==> src/verilog/timer_cmp_pkg.sv <==
// constants shared by the compare, one-pulse and pwm logic
package timer_cmp_pkg;
   localparam logic [15:0] COMPARE_RESET_VALUE = 16'h8000;
   localparam logic [15:0] COUNTER_RELOAD      = 16'hFFFC;
   localparam logic [15:0] CAPTURE_PULSE_VALUE = 16'hFFFD;
   localparam logic [15:0] COUNTER_STEP        = 16'h0001;
   localparam logic [1:0]  CLOCK_SEL_DIV2      = 2'h1;
   localparam int          CHANNELS            = 2;
   localparam int          CH_ONE              = 0;
   localparam int          CH_TWO              = 1;
   localparam int          BYTE_W              = 8;
endpackage : timer_cmp_pkg

==> src/verilog/compare_link_if.sv <==
// link between the timer top and one compare channel
`timescale 1ns/1ps
`default_nettype none
interface compare_link_if;
   logic [7:0]  wr_data;
   logic        wr_high;
   logic        wr_low;
   logic [15:0] counter;
   logic        div2;
   logic        pwm;
   logic        reload;
   logic [15:0] value;
   logic        match;
   logic        inhibit;

   modport top
   (
      output wr_data, wr_high, wr_low, counter, div2, pwm, reload,
      input  value, match, inhibit
   );
   modport channel
   (
      input  wr_data, wr_high, wr_low, counter, div2, pwm, reload,
      output value, match, inhibit
   );
endinterface : compare_link_if
`default_nettype wire

==> src/verilog/compare_channel.sv <==
// one 16-bit compare channel: byte writes, inhibit, double buffer, match
`timescale 1ns/1ps
`default_nettype none
module compare_channel
(
   // clock and reset
   input  wire logic        mclk_i,
   input  wire logic        reset_i,
   // link to timer top
   compare_link_if.channel  link
);
   typedef struct packed {
      logic [15:0] value;
      logic [15:0] active;
      logic        inhibit;
      logic        eq_prev;
   } chan_state_t;

   chan_state_t state;
   chan_state_t next_state;
   logic [15:0] target;
   logic        equal;

   // every clock select except div2 sees the match one count late
   assign target = link.div2 ? state.active
                             : state.active + timer_cmp_pkg::COUNTER_STEP;
   assign equal  = (link.counter == target);

   // a match is the first cycle of equality, never while half written
   assign link.match   = equal & ~state.eq_prev & ~state.inhibit;
   assign link.value   = state.value;
   assign link.inhibit = state.inhibit;

   always_comb
   begin
      next_state         = state;
      next_state.eq_prev = equal;
      if (link.wr_high)
      begin
         next_state.value[15:8] = link.wr_data;
         next_state.inhibit     = 1'b1;
      end
      if (link.wr_low)
      begin
         next_state.value[7:0] = link.wr_data;
         next_state.inhibit    = 1'b0;
      end
      // pwm holds the old pair until the period ends, avoiding spikes
      if (!link.pwm)
         next_state.active = next_state.value;
      else if (link.reload && !state.inhibit)
         next_state.active = state.value;
   end

   always_ff @(posedge mclk_i)
   begin
      if (reset_i)
      begin
         state.value   <= timer_cmp_pkg::COMPARE_RESET_VALUE;
         state.active  <= timer_cmp_pkg::COMPARE_RESET_VALUE;
         state.inhibit <= 1'b0;
         state.eq_prev <= 1'b0;
      end
      else
         state <= next_state;
   end
endmodule // compare_channel
`default_nettype wire

==> src/verilog/timer_compare_pulse_pwm.sv <==
// compare, one-pulse and pwm section of a 16-bit free-running timer
`timescale 1ns/1ps
`default_nettype none
module timer_compare_pulse_pwm
(
   // clock and reset
   input  wire logic        mclk_i,
   input  wire logic        reset_i,
   // processor byte accesses
   input  wire logic [7:0]  byte_data_i,
   input  wire logic [1:0]  compare_high_write_i,
   input  wire logic [1:0]  compare_low_write_i,
   input  wire logic [1:0]  compare_low_read_i,
   input  wire logic [1:0]  capture_low_access_i,
   input  wire logic        status_read_i,
   // control bits
   input  wire logic [1:0]  compare_pin_enable_i,
   input  wire logic [1:0]  output_level_bit_i,
   input  wire logic [1:0]  force_output_bit_i,
   input  wire logic        one_pulse_select_i,
   input  wire logic        pwm_select_i,
   input  wire logic [1:0]  timer_clock_select_i,
   input  wire logic [1:0]  capture_edge_select_i,
   // free-running counter
   input  wire logic [15:0] counter_i,
   output logic             counter_load_o,
   output logic [15:0]      counter_load_value_o,
   // capture pins
   input  wire logic        capture_input_one_i,
   input  wire logic        capture_input_two_i,
   // register contents and status
   output logic [15:0]      compare_value_one_o,
   output logic [15:0]      compare_value_two_o,
   output logic [15:0]      capture_value_one_o,
   output logic [15:0]      capture_value_two_o,
   output logic [1:0]       compare_flag_o,
   output logic [1:0]       capture_flag_o,
   // compare pins
   output logic [1:0]       compare_output_pin_o,
   output logic [1:0]       compare_output_oe_o
);
   localparam int ONE = timer_cmp_pkg::CH_ONE;
   localparam int TWO = timer_cmp_pkg::CH_TWO;

   typedef struct packed {
      logic [1:0]       compare_flag;
      logic [1:0]       capture_flag;
      logic [1:0]       compare_armed;
      logic [1:0]       capture_armed;
      logic [1:0]       pin;
      logic [1:0]       input_prev;
      logic [1:0][15:0] capture_value;
   } top_state_t;

   top_state_t state;
   top_state_t next_state;

   compare_link_if link [timer_cmp_pkg::CHANNELS] ();

   // active edge on a capture input, per its edge select
   function automatic logic edge_seen(input logic prev, input logic cur, input logic rising);
      edge_seen = rising ? (cur & ~prev) : (prev & ~cur);
   endfunction

   logic       mode_pwm;
   logic       mode_pulse;
   logic       mode_normal;
   logic       div2;
   logic [1:0] match;
   logic [1:0] input_now;
   logic [1:0] edge_hit;
   logic [1:0] compare_access;
   logic       pulse_trigger;
   logic       period_end;

   assign mode_pwm    = pwm_select_i;
   assign mode_pulse  = one_pulse_select_i & ~pwm_select_i;
   assign mode_normal = ~mode_pwm & ~mode_pulse;
   assign div2        = (timer_clock_select_i == timer_cmp_pkg::CLOCK_SEL_DIV2);
   assign input_now   = {capture_input_two_i, capture_input_one_i};
   assign compare_access = compare_low_write_i | compare_low_read_i;

   genvar g;
   generate
      for (g = 0; g < timer_cmp_pkg::CHANNELS; g++)
      begin : g_chan
         assign link[g].wr_data = byte_data_i;
         assign link[g].wr_high = compare_high_write_i[g];
         assign link[g].wr_low  = compare_low_write_i[g];
         assign link[g].counter = counter_i;
         assign link[g].div2    = div2;
         assign link[g].pwm     = mode_pwm;
         assign link[g].reload  = period_end;
         assign match[g]        = link[g].match;
         assign edge_hit[g]     = edge_seen(state.input_prev[g], input_now[g],
                                            capture_edge_select_i[g]);
         compare_channel u_chan
         (
            .mclk_i  (mclk_i),
            .reset_i (reset_i),
            .link    (link[g].channel)
         );
      end
   endgenerate

   // compare two ends each pwm period
   assign period_end    = mode_pwm & match[TWO];
   // input one is only a trigger in one-pulse mode
   assign pulse_trigger = mode_pulse & edge_hit[ONE];

   // counter core is outside; reload is a same-cycle request
   assign counter_load_o       = period_end | pulse_trigger;
   assign counter_load_value_o = timer_cmp_pkg::COUNTER_RELOAD;

   always_comb
   begin
      logic [1:0] cmp_set;
      logic [1:0] cap_set;
      logic [1:0] cmp_clear;
      logic [1:0] cap_clear;
      cmp_set   = 2'h0;
      cap_set   = 2'h0;
      cmp_clear = 2'h0;
      cap_clear = 2'h0;

      next_state            = state;
      next_state.input_prev = input_now;

      // compare flags: never in pwm, only channel two in one-pulse
      cmp_set[ONE] = match[ONE] & mode_normal;
      cmp_set[TWO] = match[TWO] & ~mode_pwm;

      // channel one capture source depends on mode
      if (mode_normal && edge_hit[ONE])
      begin
         cap_set[ONE]                = 1'b1;
         next_state.capture_value[ONE] = counter_i;
      end
      if (pulse_trigger)
      begin
         cap_set[ONE]                  = 1'b1;
         next_state.capture_value[ONE] = timer_cmp_pkg::CAPTURE_PULSE_VALUE;
      end
      if (period_end)
         cap_set[ONE] = 1'b1;
      // input two captures in every mode
      if (edge_hit[TWO])
      begin
         cap_set[TWO]                  = 1'b1;
         next_state.capture_value[TWO] = counter_i;
      end

      // two-step clear; a set in the clearing cycle wins
      cmp_clear = state.compare_armed & compare_access;
      cap_clear = state.capture_armed & capture_low_access_i;
      next_state.compare_flag = cmp_set | (state.compare_flag & ~cmp_clear);
      next_state.capture_flag = cap_set | (state.capture_flag & ~cap_clear);
      next_state.compare_armed = (status_read_i ? state.compare_flag : 2'h0)
                               | (state.compare_armed & ~compare_access);
      next_state.capture_armed = (status_read_i ? state.capture_flag : 2'h0)
                               | (state.capture_armed & ~capture_low_access_i);

      // pin latches change only while the pin is enabled
      if (mode_normal)
      begin
         for (int i = 0; i < timer_cmp_pkg::CHANNELS; i++)
         begin
            if (compare_pin_enable_i[i] && (match[i] || force_output_bit_i[i]))
               next_state.pin[i] = output_level_bit_i[i];
         end
      end
      else if (compare_pin_enable_i[ONE])
      begin
         // force bits are not looked at here
         if (mode_pulse && pulse_trigger)
            next_state.pin[ONE] = output_level_bit_i[TWO];
         else if (mode_pulse && match[ONE])
            next_state.pin[ONE] = output_level_bit_i[ONE];
         else if (mode_pwm && match[TWO])
            next_state.pin[ONE] = output_level_bit_i[TWO];
         else if (mode_pwm && match[ONE])
            next_state.pin[ONE] = output_level_bit_i[ONE];
      end
      // channel two pin is left alone outside normal mode
   end

   always_ff @(posedge mclk_i)
   begin
      if (reset_i)
      begin
         state.compare_flag  <= 2'h0;
         state.capture_flag  <= 2'h0;
         state.compare_armed <= 2'h0;
         state.capture_armed <= 2'h0;
         state.pin           <= 2'h0;
         state.input_prev    <= 2'h0;
         state.capture_value <= '0;
      end
      else
         state <= next_state;
   end

   assign compare_value_one_o  = link[ONE].value;
   assign compare_value_two_o  = link[TWO].value;
   assign capture_value_one_o  = state.capture_value[ONE];
   assign capture_value_two_o  = state.capture_value[TWO];
   assign compare_flag_o       = state.compare_flag;
   assign capture_flag_o       = state.capture_flag;
   assign compare_output_pin_o = state.pin;
   // disabled pin stays general I/O
   assign compare_output_oe_o  = compare_pin_enable_i;
endmodule // timer_compare_pulse_pwm
`default_nettype wire

==> config.mk <==
export PLATFORM = sky130hd
export DESIGN_NAME = timer_compare_pulse_pwm
export DESIGN_NICKNAME = d
export VERILOG_FILES = /design/src/verilog/timer_cmp_pkg.sv /design/src/verilog/compare_link_if.sv /design/src/verilog/compare_channel.sv /design/src/verilog/timer_compare_pulse_pwm.sv
export SDC_FILE = /design/constraint.sdc
export NUM_CORES = 1
export LEC_CHECK = 0
export ABC_AREA = 1
export BUFFER_PORTS_ARGS = -buffer_cell sky130_fd_sc_hd__buf_4
export CORE_UTILIZATION = 40
export DETAILED_ROUTE_END_ITERATION = 16
export GPL_ROUTABILITY_DRIVEN = 0
export PLACE_DENSITY = 0.65
export SYNTH_ARGS = -nofsm -noshare
export SYNTH_HDL_FRONTEND = slang
export SYNTH_SLANG_ARGS = --single-unit
export TNS_END_PERCENT = 1
==> constraint.sdc <==
create_clock -name mclk_i -period 2.3 [get_ports mclk_i]
set_input_delay 0.345 -clock mclk_i [delete_from_list [all_inputs] [get_ports mclk_i]]
set_output_delay 0.345 -clock mclk_i [all_outputs]
set_load 0.02 [all_outputs]
* Word level (Yosys, flattened, before mapping) *
Cells that the tools add are included.

storage, ports and cells
  flip-flop bits (word level) = 112
  input bits = 49
  logic and storage cells = 114

cells by class
  add/sub/neg operators = 2
  equal/unequal tests = 6
  multiplexer cells = 27
  bitwise logic cells = 40
  reductions and logical operators = 21

operators by type and width
  kind                   count
  $mux 16                8
  $add 16x1->16 const B  2
  $eq 16x16->1           2
  $mux 8                 4
  $and 1x1->1            14
  $mux 1                 13
  $and 2x2->2            6
  $not 1->1              10
  $or 2x2->2             5
  $logic_and 1x1->1      9
  $not 2->2              4
  $ne 2x1->1 const B     3
  $reduce_or 2->1        3
  $reduce_bool 5->1      1
  $mux 2                 2
  $reduce_bool 2->1      2
  $reduce_and 3->1       1
  $eq 2x1->1 const B     1
  $logic_not 1->1        2
  $logic_or 1x1->1       2
  $reduce_and 2->1       1
  $or 1x1->1             1

* Longest topological paths before layout *
Gate-level depths: netlist (run 1).

  word-level depth = 12
  mapped depth = 21

* By module *
Synthesis (run 1) repeated with hierarchy kept, for this count alone.

second synthesis, totals
  cell total of the unflattened synthesis = 998
  area, all modules = 6696.4 um2

by module, submodules not included
  module                   times used  cells an instance  area each (um2)  seq. area each (um2)
  compare_channel          2           357                2223.4           680.7
  timer_compare_pulse_pwm  1           284                2249.7           880.8

* Worst setup path before layout (run 1) *
Ideal clock, no wire load.

  path kind = reg-to-reg
  start point = register g_chan[1].u_chan.state[2] (netlist bit)
  end point = register state, in the netlist compare_output_pin_o[0]
  setup time = 113 ps
  data arrival time = 1953 ps
  data required time = 2187 ps
  setup slack = 234 ps
  cell stages (with the launch flop) = 17
  clock period less this slack = 2066 ps
  cells stage by stage = dfxtp_1 > ha_1 > nand2_4 > nor2_4 > nand2_1 > nand2_1 > nand3_1 > nor2_1 > nand3_1 > nor2_2 > nand4_2 > nand2_1 > nand2_1 > nand2_1 > inv_1 > nor2_1 > nor2_1

on the way
  word-level cells in the longest chain between the ends = 11
  elaborated cells between the ends (all ways) = 13
  those cells by class = add/sub (1); eq/ne (1); mux (6); bitwise (2); reduce/logical (3)

RTL lines
  element                     line                            text
  start: declaration          compare_channel.sv:19           chan_state_t state;
  start signal: assignment    compare_channel.sv:65           state <= next_state;
  $add 16x1->16               compare_channel.sv:26           : state.active + timer_cmp_pkg::COUNTER_STEP;
  $mux 16 *                   compare_channel.sv:25           assign target = link.div2 ? state.active
  $eq 16x16->1 *              compare_channel.sv:27           assign equal = (link.counter == target);
  $and 1x1->1 * (2 in a row)  compare_channel.sv:30           assign link.match = equal & ~state.eq_prev & ~state.inhibit;
  $logic_and 1x1->1 *         timer_compare_pulse_pwm.sv:179  else if (mode_pwm && match[TWO])
  $mux 1                      timer_compare_pulse_pwm.sv:179
  $mux 1                      timer_compare_pulse_pwm.sv:177  else if (mode_pulse && match[ONE])
  $mux 1                      timer_compare_pulse_pwm.sv:175  if (mode_pulse && pulse_trigger)
  $mux 1                      timer_compare_pulse_pwm.sv:172  else if (compare_pin_enable_i[ONE])
  $mux 1                      timer_compare_pulse_pwm.sv:164  if (mode_normal)
  end signal: assignment      timer_compare_pulse_pwm.sv:200  state <= next_state;
  end: declaration            timer_compare_pulse_pwm.sv:55   top_state_t state;

Every way passes the cells marked *; elsewhere a longest branch is shown, timed or not. The select of a mux whose other input is x is not followed.
A chain may end at the register's enable or synchronous reset.

* Worst setup path after layout (run 1) *
  start point = register g_chan[1].u_chan.state[5] (netlist bit)
  end point = output counter_load_o

on the way
  word-level cells in the longest chain between the ends = 7

RTL lines
  element                     line                            text
  $add 16x1->16               compare_channel.sv:26
  $mux 16 *                   compare_channel.sv:25
  $eq 16x16->1 *              compare_channel.sv:27
  $and 1x1->1 * (2 in a row)  compare_channel.sv:30
  $and 1x1->1 *               timer_compare_pulse_pwm.sv:107  assign period_end = mode_pwm & match[TWO];
  $or 1x1->1 *                timer_compare_pulse_pwm.sv:112  assign counter_load_o = period_end | pulse_trigger;
  end: declaration            timer_compare_pulse_pwm.sv:26   output logic counter_load_o,

Every way passes the cells marked *; elsewhere a longest branch is shown, timed or not.

==> results of run 1 <==
## synth_stat cells (all sizes together) (3+ instances only)
library cell / number
nand3b: 5
xnor2: 9
nor3: 3
nand2: 238
o211ai: 3
xor2: 20
o21ai: 72
nand4: 14
clkinv: 3
dfxtp: 112
o21bai: 3
buf: 97
nor2: 109
a221oi: 15
inv: 114
a21oi: 63
clkbuf: 25
nand3: 54
## cells in the final DEF (no fill, tap or decap), drive strengths merged, types with 3 or more instances in the layout
cell and count:
xnor2 9, nand4 14, nor2 110, a21oi 63, clkinv 4, buf 162, nand3b 5, nand3 54
nor3 3, clkbuf 11, o211ai 3, conb 16, inv 117, xor2 20, dfxtp 112, o21ai 72
o21bai 3, a221oi 15, nand2 238
## routing by layer
metal | up-vias | track usage (%)
met3 | 28 | 3.88
met5 | - | 0
met2 | 160 | 35.0
met1 | 2650 | 29.3
met4 | 0 | 7.27
li1 | 3106 | -
## state kept, by name, summed over array words and instances (netlist names)
register	cells
capture_flag_o	2
capture_value_one_o	16
capture_value_two_o	16
compare_flag_o	2
compare_output_pin_o	2
g_chan.u_chan.link.inhibit	2
g_chan.u_chan.link.value	32
g_chan.u_chan.state	34
state	6
## metrics by stage
stage | hold slack, ns | instances | utilization [%]
6_report | 0.221 | 1256 | 48.3
5_1_grt | 0.232 | 1256 | 48.3
4_1_cts | 0.212 | 1255 | 47.9
3_5_place_dp | 0.454 | 1233 | 45.2
3_3_place_gp | 0.443 | 1233 | 45.2
2_1_floorplan | 0.435 | 984 | -
## power groups by stage
stage / registers, W / logic (W) / clock network, W
2_1_floorplan: 0.00218 / 0.000700 / 0
3_3_place_gp: 0.00221 / 0.000918 / 0
3_5_place_dp: 0.00221 / 0.000925 / 0
4_1_cts: 0.00217 / 0.000942 / 0.00158
5_1_grt: 0.00219 / 0.00105 / 0.00166
6_report: 0.00217 / 0.000947 / 0.00154
## critical path, cell delays in order (launching register included)
cell and delay, ns:
sky130_fd_sc_hd__dfxtp_4 0.39, sky130_fd_sc_hd__nand2_2 0.09, sky130_fd_sc_hd__nor2_4 0.16, sky130_fd_sc_hd__buf_4 0.13
sky130_fd_sc_hd__nand4_1 0.13, sky130_fd_sc_hd__nand2_1 0.10, sky130_fd_sc_hd__nand4_1 0.13, sky130_fd_sc_hd__nor2_2 0.18
sky130_fd_sc_hd__nand4_4 0.13, sky130_fd_sc_hd__nand2_2 0.09, sky130_fd_sc_hd__buf_6 0.12
## layout make-up
| cell class | instances | area, µm² |
|---|---|---|
| clock buffers | 11 | 253 |
| clock inverters | 4 | 33.8 |
| fillers | 1642 | 8180 |
| inverters | 117 | 450 |
| multi-input cells | 634 | 3140 |
| flip-flops and latches | 112 | 2280 |
| well taps | 216 | 270 |
| repair buffers | 162 | 1230 |
## logic make-up after synthesis
| kind of cell | after synthesis |
|---|---|
| fa+ha+maj | 2 |
| other cells | 2 |
| compound gates | 160 |
| buf+inv | 239 |
| flops | 112 |
| simple gates | 426 |
| xor+xnor | 29 |
## path summary, 6_finish.rpt
kind	slack [ns]	from	to	cells after the start
max reg2reg	0.01	g_chan[1].u_chan.state[5]$_SDFFE_PP0P_	compare_output_pin_o[0]$_SDFFE_PP0P_	16
min	0.22	capture_input_two_i	state[33]$_SDFF_PP0_	3
min reg2reg	0.46	state[38]$_SDFF_PP0_	state[38]$_SDFF_PP0_	2
max	-0.05	g_chan[1].u_chan.state[5]$_SDFFE_PP0P_	counter_load_o	10
## timing repair
action | in CTS | in global routing
gates resized for setup | 30 | 25
setup buffers | 6 | 1
pin swaps | 11 | 10
endpoints found under the setup margin | 4 | 36
cloned | 1 | 0
==> results.txt, run 1 <==
* Outcome: finished with violations
* Violations in the final reports: negative setup slack
- Antenna diode instance count: 0
- Ratio of routed vias to standard cells: 4.73
* Synthesized cell area: 0.00647 mm²
- Routed WL: 17,800 µm
* CTS buffer count: 9
* Highest Clock Rate: 0.426 GHz
- Multiplexer share of the synthesized area: 0%
* Site row count: 46
- For this design the static power due to leakage is 3.59 nW.
- Summed over all instances, the cell type with the most area after synthesis is sky130_fd_sc_hd__dfxtp_1.
- The path class of the tightest hold or removal check is input pin to flip-flop.
- The first global-routing pass estimated 28,100 µm of wire.
- Net switching is 30.5% of the power.
- WL met3: 828 µm
- Internal Pwr Total: 0.00324 W
* Number of antenna violations at the first check in global routing: 0
- After detailed routing, the average wire length per cell comes to 14.1 µm.
- Final worst setup slack: -0.0451 ns
* Sum of met2 wire segment lengths after detailed routing: 8060 µm
* Vias in the first global route: 5,448
* Standard cell core area: 0.0158 mm²
* First-pass detailed-route iteration total: 6
- After synthesis, the share of flip-flops with an asynchronous set or reset is 0%.
- TritonCTS clock tree: yes
- In this run the tool buffered the top-level ports with 121 buffer cells.
* Avg Inst Size Synth: 6.67 µm²
- Clock latency on the worst-skew pair: 0.36 ns
- Registers are responsible for 46.6% of the overall power.
- Number of buffers on the longest clock path: 2
* Area Overhead vs Synth: 18.1%
* Top flip-flop cell by instance count after synthesis: sky130_fd_sc_hd__dfxtp_1
- Count of different cell masters after synthesis: 37
- Of the total synthesized cell area, the portion taken by XOR and XNOR cells is 3.92%.
- Post-synthesis sequential element count: 112
- Final Hold Viols: 0
* Pin count of the biggest net entering global routing: 63
- Across the run, the number of max-cap violations was 0.
- Summed over all failing endpoints, the final setup total negative slack is -0.0451 ns.
- Final net count: 1,087
* CP endpoint kind: output port
* Highest Signal Layer: met4
- Clk network pwr share: 33.1%
- VDD IR max: 389 µV
* Pwr per Cell Area: 609 mW/mm²
- Chip Height: 129 µm
- The worst setup path is of the flip-flop to output port kind.
* Share of synthesized area occupied by flip-flops and latches: 34.6%
- The top cell type by area accounts for 34.6% of the synthesized area.
* Slew at the pin closest to its max-slew limit: 0.914 ns
* Hold buffer count at CTS: 0
- Tot GR Track Use: 21.7%
- Launching element type of the critical path: flip-flop
- Detailed placement ended at an HPWL of 13,400 µm.
* Minimum period implied by the final worst setup slack: 2.35 ns
* Instance count of the mapped netlist: 970
* Required time reported for the critical path endpoint: 1.96 ns
- Max H-tree Level: 3
- In this run the tightest slew margin relative to its limit is 39.0%.
- Wire length on met1: 8440 µm
- Clock skew on the completed layout was measured at 0.00860 ns.
- The die covers 0.0167 mm².
* Area fraction in compound gates after synthesis: 13.6%
- Once placement finished, the instance area stood at 0.00716 mm².
* Maximum fanout count along the critical path: 5
- 1st-iter DRT viols: 380
* DRC violation count after routing: 0
* I/O pin count: 138
- Proportion of layout cells with a drive suffix above 1: 22.5%
- Die boundary width: 129 µm
- The number of slew-limit violations in the final report is 0.
- The initial utilization of the core area, before any placement, comes to 40.9%.
* Post-Synth Adder-Cell Area: 0.387%
- The final route contains 5,944 vias.
- Dividing the final minimum period by the clock period gives 102%.
* Pre-CTS setup slack: 0.00232 ns
* Leading post-synthesis cells by cell area: sky130_fd_sc_hd__dfxtp_1 (35%), sky130_fd_sc_hd__nand2_1 (14%), sky130_fd_sc_hd__buf_4 (10%)
- After Yosys synthesis, and, or, nand and nor cells account for 28.1% of the synthesized area.
* Relative contribution of combinational cells to total power: 20.3%
- Setup repair after global routing missed its margin: true
- CTS saw 112 sinks.
- Global routing finished with a remaining overflow of 0.
- Count of nets left with antenna violations after detail routing: 0
- Combinational family with the most area after synthesis: simple AND/OR/NAND/NOR gates
- In this run, synthesis inferred 0 flip-flops with an integrated enable.
- At the worst endpoint, the arrival time is 2.00 ns.
* Net switching power of the design: 0.00142 W
- Post-route cell area: 0.00765 mm²
* PnR Total Power: 0.00466 W
- Clock-pin slew on the worst setup and hold paths: 0.07 ns
- Total number of yosys warnings: 0
- Setup violations remaining at the end of the flow were counted as 1.
- Root cell of the clock tree: sky130_fd_sc_hd__clkbuf_16
No activity file was read; power rests on OpenSTA's default activity.
==> run 2: changes to the inputs <==
- ABC_AREA: 1 -> default
- PLACE_DENSITY: 0.65 -> 0.67
- clock period: 2.3 -> 2.1 ns (I/O delays scaled with it)
==> run 2 against run 1 <==
Compared with the run above: the run still ends with negative setup slack left; setup slack lost 0.62 ns; first-iteration DRC count fell by 38%; non-clock buffer count increased by 56; sequential power rose by 8%; utilization is 4.3 points higher; synthesized cell count down 26%; combinational power is 14% higher; largest power group unchanged; highest routed layer unchanged.
==> results.txt, run 2 <==
* Worst Skew: 0.00721 ns
* TritonCTS clock tree: yes
- Data on the critical path is required at its endpoint by 1.78 ns.
* Number of synthesized flops with an enable pin: 0
* Root cell of the clock tree: sky130_fd_sc_hd__clkbuf_16
- Share of synthesized cell area in and, or, nand and nor gates: 18.2%
* Launching element type of the critical path: flip-flop
- Summing the sequential cell areas from Yosys gives 35.1% of the chip area.
- The worst pin sits at a relative slew slack of 64.6%.
- The core region is 0.0154 mm².
- The clock passes through at most 2 buffers.
* Post-synthesis sequential element count: 112
* Top cell types by occurrence after synthesis: sky130_fd_sc_hd__dfxtp_1 (112), sky130_fd_sc_hd__nor2_1 (109), sky130_fd_sc_hd__buf_4 (89)
- The first global-routing pass estimated 28,300 µm of wire.
- Via count: 5,416
* Cell type contributing the most total cell area after synthesis: sky130_fd_sc_hd__dfxtp_1
- At the pin with the least slew margin, the transition time is 0.530 ns.
- Post-Synth Adder-Cell Area: 0.392%
- Of the post-synthesis cell area, the dominant cell type holds 35.1%.
- Violations in the final reports: negative setup slack
* # Max-Cap Violations: 0
- Counting flops with an async set or reset pin after synthesis yields a share of 0%.
- Area fraction in compound gates after synthesis: 13.7%
- The register with the most flip-flops in the layout has 34 of them.
- Top-count cell post-synth: sky130_fd_sc_hd__dfxtp_1
- Summing all placed instances gives a cell area of 0.00742 mm².
- The endpoint identified for the worst register-to-register timing path is g_chan[1].u_chan.state[3]$_SDFFE_PP0P_.
* Tot GR Track Use: 22.8%
- By area, the combinational part of the netlist is dominated by simple AND/OR/NAND/NOR gates.
* Highest Clock Rate: 0.362 GHz
* Largest registers in the final layout: g_chan.u_chan.state x34, g_chan.u_chan.link.value x32
* Pin count of the biggest net entering global routing: 44
- Antenna diode instance count: 0
- In this run the mean area of a mapped cell was 8.93 µm².
- For this run, design rule violations remaining after detail routing come to 0.
* Setup repair after global routing missed its margin: true
* Final net count: 882
- The tightest min-delay check is of the input pin to flip-flop type.
- Most common library cell in the layout ignoring fill and taps: sky130_fd_sc_hd__buf_4
- The register with the most flip-flops in the final layout is g_chan.u_chan.state.
- The startpoint identified for the worst hold timing path is capture_input_two_i.
* Post-route cell area: 0.00809 mm²
* Multiplexer share of the synthesized area: 13.4%
- Clock-pin slew on the worst setup and hold paths: 0.08 ns
- Final global-route overflow total: 0
- VDD IR max: 399 µV
* Top flip-flop cell by instance count after synthesis: sky130_fd_sc_hd__dfxtp_1
- Max H-tree Level: 3
* Final critical-path share of the clock period: 132%
- Summing the areas of all xor and xnor instances in the mapped netlist gives 4.94% of the synthesized area.
* Area Overhead vs Synth: 26.6%
- Pre-CTS setup slack: -0.661 ns
* Post-route core utilization: 52.6%
- The number of slew-limit violations in the final report came to 0.
- Site row count: 45
- Most frequent cells in the layout: sky130_fd_sc_hd__buf_4 (207), sky130_fd_sc_hd__nor2_1 (108), sky130_fd_sc_hd__dfxtp_1 (99)
- The die covers 0.0165 mm².
- Dividing total power by cell area gives a power density of 646 mW/mm².
* Count of different cell masters after synthesis: 85
* Final Hold Viols: 0
- Setup tns final: -20.59 ns
* Chip Height: 128 µm
* Hold buffer count at CTS: 0
- Maximum fanout count along the critical path: 4
* Number of placed instances, taps included: 1,022
- In the synthesized netlist, the number of instances is 715.
- The clock net in this run drives a total of 112 sinks.
- Crit path arrival time: 2.45 ns
- First-pass detailed-route iteration total: 5
* Final worst setup slack: -0.663 ns
- Summed over all cells, the static leakage comes to 3.51 nW.
* Routed WL: 18,400 µm
- Proportion of layout cells with a drive suffix above 1: 37.0%
* Cells on worst reg2reg path: 9
- Along the worst hold path, the cell count comes to 2.
- Fill cell total of the finished layout: 1,421
- Endpoint of the worst hold-timing path: state[33]$_SDFF_PP0_
- STA classifies the critical path endpoint as an output port.
- Synthesized cell area: 0.00638 mm²
* Count of placed standard cells in the final layout, fillers left out: 1,046
- Register-to-register setup slack: -0.62 ns
- The via count of the first global-routing pass was 5,203.
- Setup violations remaining at the end of the flow were counted as 40.
- For the worst-skew pair, the clock arrives at the later sink with an insertion delay of 0.36 ns.
- For this configuration, the core starts out at a cell density of 41.5%.
* Routed wirelength normalized by instance count: 17.5 µm
* Leading post-synthesis cells by cell area: sky130_fd_sc_hd__dfxtp_1 (35%), sky130_fd_sc_hd__mux2i_1 (11%), sky130_fd_sc_hd__buf_4 (10%)
- The detail route stage leaves a number of antenna-violating nets equal to 0.
- The Yosys step of the flow raised 0 warnings.
- The smallest clock period supported by the final layout is computed as 2.76 ns.
- The run finished, with violations left.
- Quantity of I/O buffers inserted on ports: 121
- In this run the critical register-to-register path is launched from g_chan[1].u_chan.state[16]$_SDFFE_PP0P_.
- Ratio of routed vias to standard cells: 5.18
* Worst Setup Path Type: flip-flop to output port
- Die boundary width: 128 µm
* CTS buffer count: 9
* 1st-iter DRT viols: 235
* I/O pin count: 138
* HPWL Detailed: 13,800 µm
* Number of antenna violations at the first check in global routing: 0
run 2: where the power goes:
part           switching (W)  internal (W)  leakage [nW]
Combinational       0.000588      0.000493          2.44
Sequential          0.000113       0.00224         0.926
Clock               0.000847      0.000943         0.151
run 2: cells by family after synthesis:
family	count (synthesis)
simple gates	236
buf+inv	136
flops	112
compound gates	108
mux	83
xor+xnor	36
fa+ha+maj	2
other cells	2
run 2: how the worst max path moves through the flow:
stage                                                       from  cells past startpoint                                      end  slack (ns)
after global placement                   timer_clock_select_i[1]                      9  g_chan[1].u_chan.state[11]$_SDFFE_PP0P_       -0.63
after global routing      g_chan[1].u_chan.state[9]$_SDFFE_PP0P_                      8                           counter_load_o       -0.76
after detailed placement                 timer_clock_select_i[1]                      9   g_chan[1].u_chan.state[3]$_SDFFE_PP0P_       -0.66
after CTS                 g_chan[1].u_chan.state[3]$_SDFFE_PP0P_                      8                           counter_load_o       -0.68
final                     g_chan[1].u_chan.state[6]$_SDFFE_PP0P_                      9                           counter_load_o       -0.66
after floorplan           g_chan[1].u_chan.state[2]$_SDFFE_PP0P_                      9  g_chan[1].u_chan.state[17]$_SDFFE_PP1P_       -0.46
run 2: worst max-delay path: stages (launching register included):
cell,delay (ns)
sky130_fd_sc_hd__dfxtp_4,0.36
sky130_fd_sc_hd__buf_4,0.13
sky130_fd_sc_hd__buf_4,0.13
sky130_fd_sc_hd__xor2_2,0.14
sky130_fd_sc_hd__or4_4,0.54
sky130_fd_sc_hd__nand3_4,0.08
sky130_fd_sc_hd__o211ai_4,0.10
sky130_fd_sc_hd__buf_6,0.15
sky130_fd_sc_hd__o31ai_4,0.28
sky130_fd_sc_hd__buf_6,0.16
run 2: final cells by class:
| class | instances | area, µm² | area share [%] |
|---|---|---|---|
| Sequential cell | 112 | 2270 | 28.1 |
| Clock inverter | 6 | 80.1 | 0.990 |
| Tap cell | 211 | 264 | 3.27 |
| Inverter | 9 | 33.8 | 0.418 |
| Timing Repair Buffer | 218 | 1690 | 20.9 |
| Clock buffer | 9 | 225 | 2.79 |
| Multi-Input combinational cell | 481 | 3520 | 43.6 |
run 2: what timing repair did:
action | 4_1_cts | 5_1_grt
pin swaps | 14 | 12
setup endpoints to repair | 39 | 40
cloned | 0 | 1
resized for setup | 47 | 22
setup buffers | 9 | 0
run 2: per-layer routing:
metal | track usage [%] | up-vias | routed length (µm)
met2 | 36.3 | 197 | 8280
met1 | 31.5 | 2545 | 8590
met3 | 3.91 | 25 | 1160
li1 | - | 2649 | -
met5 | 0 | - | 0
met4 | 6.64 | 0 | 330
run 2: stage by stage:
stage / hold slack [ns] / power (W)
finish: 0.191 / 0.00522
global route: 0.182 / 0.00545
CTS: 0.178 / 0.00524
detailed placement: 0.461 / 0.00342
global placement: 0.456 / 0.00341
floorplan: 0.443 / 0.00308
==> run 3: changes to the inputs <==
- PLACE_DENSITY: 0.67 -> 0.65
- clock period: 2.1 -> 3.04 ns (I/O delays scaled with it)
==> run 3 against run 2 <==
Compared with the run above: critical endpoint unchanged; clock-buffer cell count up 2; highest routed layer unchanged; critical path depth is 2 lower; the run now ends clean; largest power group unchanged; sequential power decreased by 31%.
==> results.txt, run 3 (same netlist as run 2, synthesis figures left out) <==
- Outcome: finished, final reports clean
* Crit path arrival time: 2.53 ns
- Routed wirelength normalized by instance count: 17.4 µm
- In the global route stage, overall resource usage came out at 20.6%.
* Most frequent cells in the layout: sky130_fd_sc_hd__buf_4 (139), sky130_fd_sc_hd__nor2_1 (108), sky130_fd_sc_hd__dfxtp_1 (104)
- Quantity of I/O buffers inserted on ports: 121
* Root cell of the clock tree: sky130_fd_sc_hd__clkbuf_16
- Cell breakdown of the critical path: and3_4 > nand2_1 > o41ai_4 > o31ai_2 > or4_4 > o31ai_4 > buf_6
- STA classifies the critical path endpoint as an output port.
- STA classifies the critical path startpoint as a flip-flop.
- The worst hold path belongs to the class input pin to flip-flop.
- The first global-routing pass estimated 25,500 µm of wire.
* Required time reported for the critical path endpoint: 2.58 ns
- For this design, the CTS-stage hold fixing added 0 buffers.
- Setup repair after global routing could not meet its margin everywhere.
- TritonCTS clock tree: yes
- Pin count of the biggest net entering global routing: 80
- Die boundary width: 128 µm
* Number of antenna violations at the first check in global routing: 0
- VDD IR max: 405 µV
- Setup violations remaining at the end of the flow were counted as 0.
* Area Overhead vs Synth: 15.2%
* Final Hold Viols: 0
* Final worst setup slack: 0.0587 ns
- Detailed placement finished with a half-perimeter wire length of 12,200 µm.
- Routed WL: 16,900 µm
- No sink is reached through more buffers than the 2 on the longest clock path.
- Pre-CTS setup slack: 0.109 ns
- Top register by number of flip-flops: g_chan.u_chan.state
- Ratio of routed vias to standard cells: 5.23
- Final critical-path share of the clock period: 98.1%
- The number of buffers and inverters on the critical path is 1.
- Fill cell total of the finished layout: 1,497
- Minimum period implied by the final worst setup slack: 2.98 ns
* Cells on worst reg2reg path: 8
- Dividing total power by cell area gives a power density of 485 mW/mm².
- I/O pin count: 138
- Vias in the first global route: 4,497
- Site row count: 45
- Clock-pin slew was measured on the worst setup and hold paths at 0.08 ns.
- Standard cell with the maximum stage delay on the critical path: sky130_fd_sc_hd__or4_4
- In this run the remaining antenna-violating nets after routing total 0.
- For this run, the slowest stage of the critical path takes 0.49 ns.
* Initial Utilization: 41.5%
* Number of max-slew violations in the final report: 0
* Largest registers in the final layout: g_chan.u_chan.state x34, g_chan.u_chan.link.value x32
- Max FFs per register: 34
- Highest Clock Rate: 0.335 GHz
- From bottom edge to top edge, the die measures 128 µm.
- DRC violation count after routing: 0
- At the pin with the least slew margin, the transition time is 0.884 ns.
* Delay-heaviest family, CP: compound AO/OA/AOI/OAI gates
- After the last flow step, the layout net total stands at 805.
* Relative slew slack: 41.1%
- Antenna diode instance count: 0
- Via count: 5,069
- Global routing finished with a remaining overflow of 0.
- Stages on worst setup path: 7
- For the final routed database, the setup TNS stands at 0 ns.
- 1st-iter DRT viols: 284
- Proportion of layout cells with a drive suffix above 1: 27.9%
- Counting every sink on the clock net gives 112.
- Leaving out fill and tap cells, the most frequent cell in the layout is sky130_fd_sc_hd__buf_4.
- # Max-Cap Violations: 0
* Worst Skew: 0.00971 ns
- Setup slack on the worst reg-to-reg path comes out at 0.40 ns.
* P_leak: 3.06 nW
- Floorplan die area: 0.0165 mm²
- Clock latency on the worst-skew pair, taken at its later pin, is 0.36 ns.
* Standard cell core area: 0.0154 mm²
- Maximum fanout count along the critical path: 7
- For this run, the detailed router's first-pass iteration total came to 5.
- The H-tree was split into 3 levels.
- Worst Hold Depth: 2
- In this run, CTS created clock tree buffers numbering 9.
- The worst setup path is of the flip-flop to output port kind.
## run 3: cell count changes in the layout (fill, tap and decap cells not counted), sizes merged
cell / before / now
buf: 218 / 141
clkinvlp: 0 / 1
clkbuf: 9 / 11
clkinv: 4 / 2
## run 3: worst paths after layout
check,end,startpoint
setup / recovery,counter_load_o,g_chan[1].u_chan.state[8]$_SDFFE_PP0P_
hold / removal,state[33]$_SDFF_PP0_,capture_input_two_i
setup reg to reg,g_chan[1].u_chan.state[10]$_SDFFE_PP0P_,g_chan[1].u_chan.state[8]$_SDFFE_PP0P_
hold reg to reg,state[36]$_SDFF_PP0_,state[36]$_SDFF_PP0_
## run 3: what timing repair did
action	4_1_cts	5_1_grt
pin swaps	2	1
gates resized for setup	13	18
buffers inserted	1	0
setup endpoints to repair	1	1
## run 3: power breakdown
part / total (W) / internal, W / switching (W) / leakage, nW
clock network: 0.00129 / 0.000698 / 0.000588 / 0.156
registers: 0.00163 / 0.00155 / 0.0000815 / 0.924
logic: 0.000653 / 0.000280 / 0.000373 / 1.98
total: 0.00357 / 0.00252 / 0.00104 / 3.06
## run 3: area by class of cell
class	instances	area, µm²	share of cell area, %
flip-flops and latches	112	2270	30.8
inverters	9	33.8	0.459
well taps	211	264	3.59
clock inverters	5	71.3	0.969
clock buffers	11	253	3.43
repair buffers	141	1070	14.6
multi-input cells	481	3390	46.1
## run 3: stage by stage
stage / cell area [µm²] / std cells / power, W / util [%] / hold WS [ns]
floorplan: 6440 / 729 / 0.00213 / - / 0.445
global placement: 6910 / 953 / 0.00229 / 44.9 / 0.455
detailed placement: 6910 / 953 / 0.00230 / 44.9 / 0.457
CTS: 7270 / 970 / 0.00359 / 47.3 / 0.312
global route: 7360 / 970 / 0.00372 / 47.9 / 0.324
finish: 7360 / 970 / 0.00357 / 47.9 / 0.323
## run 3: routing by layer
metal | vias to the layer above | GRT usage (%) | part of all wire [%]
met5 | - | 0 | 0
met3 | 19 | 4.66 | 7.7
li1 | 2497 | - | -
met1 | 2366 | 29.5 | 48
met2 | 187 | 30.2 | 42
met4 | 0 | 6.99 | 1.7
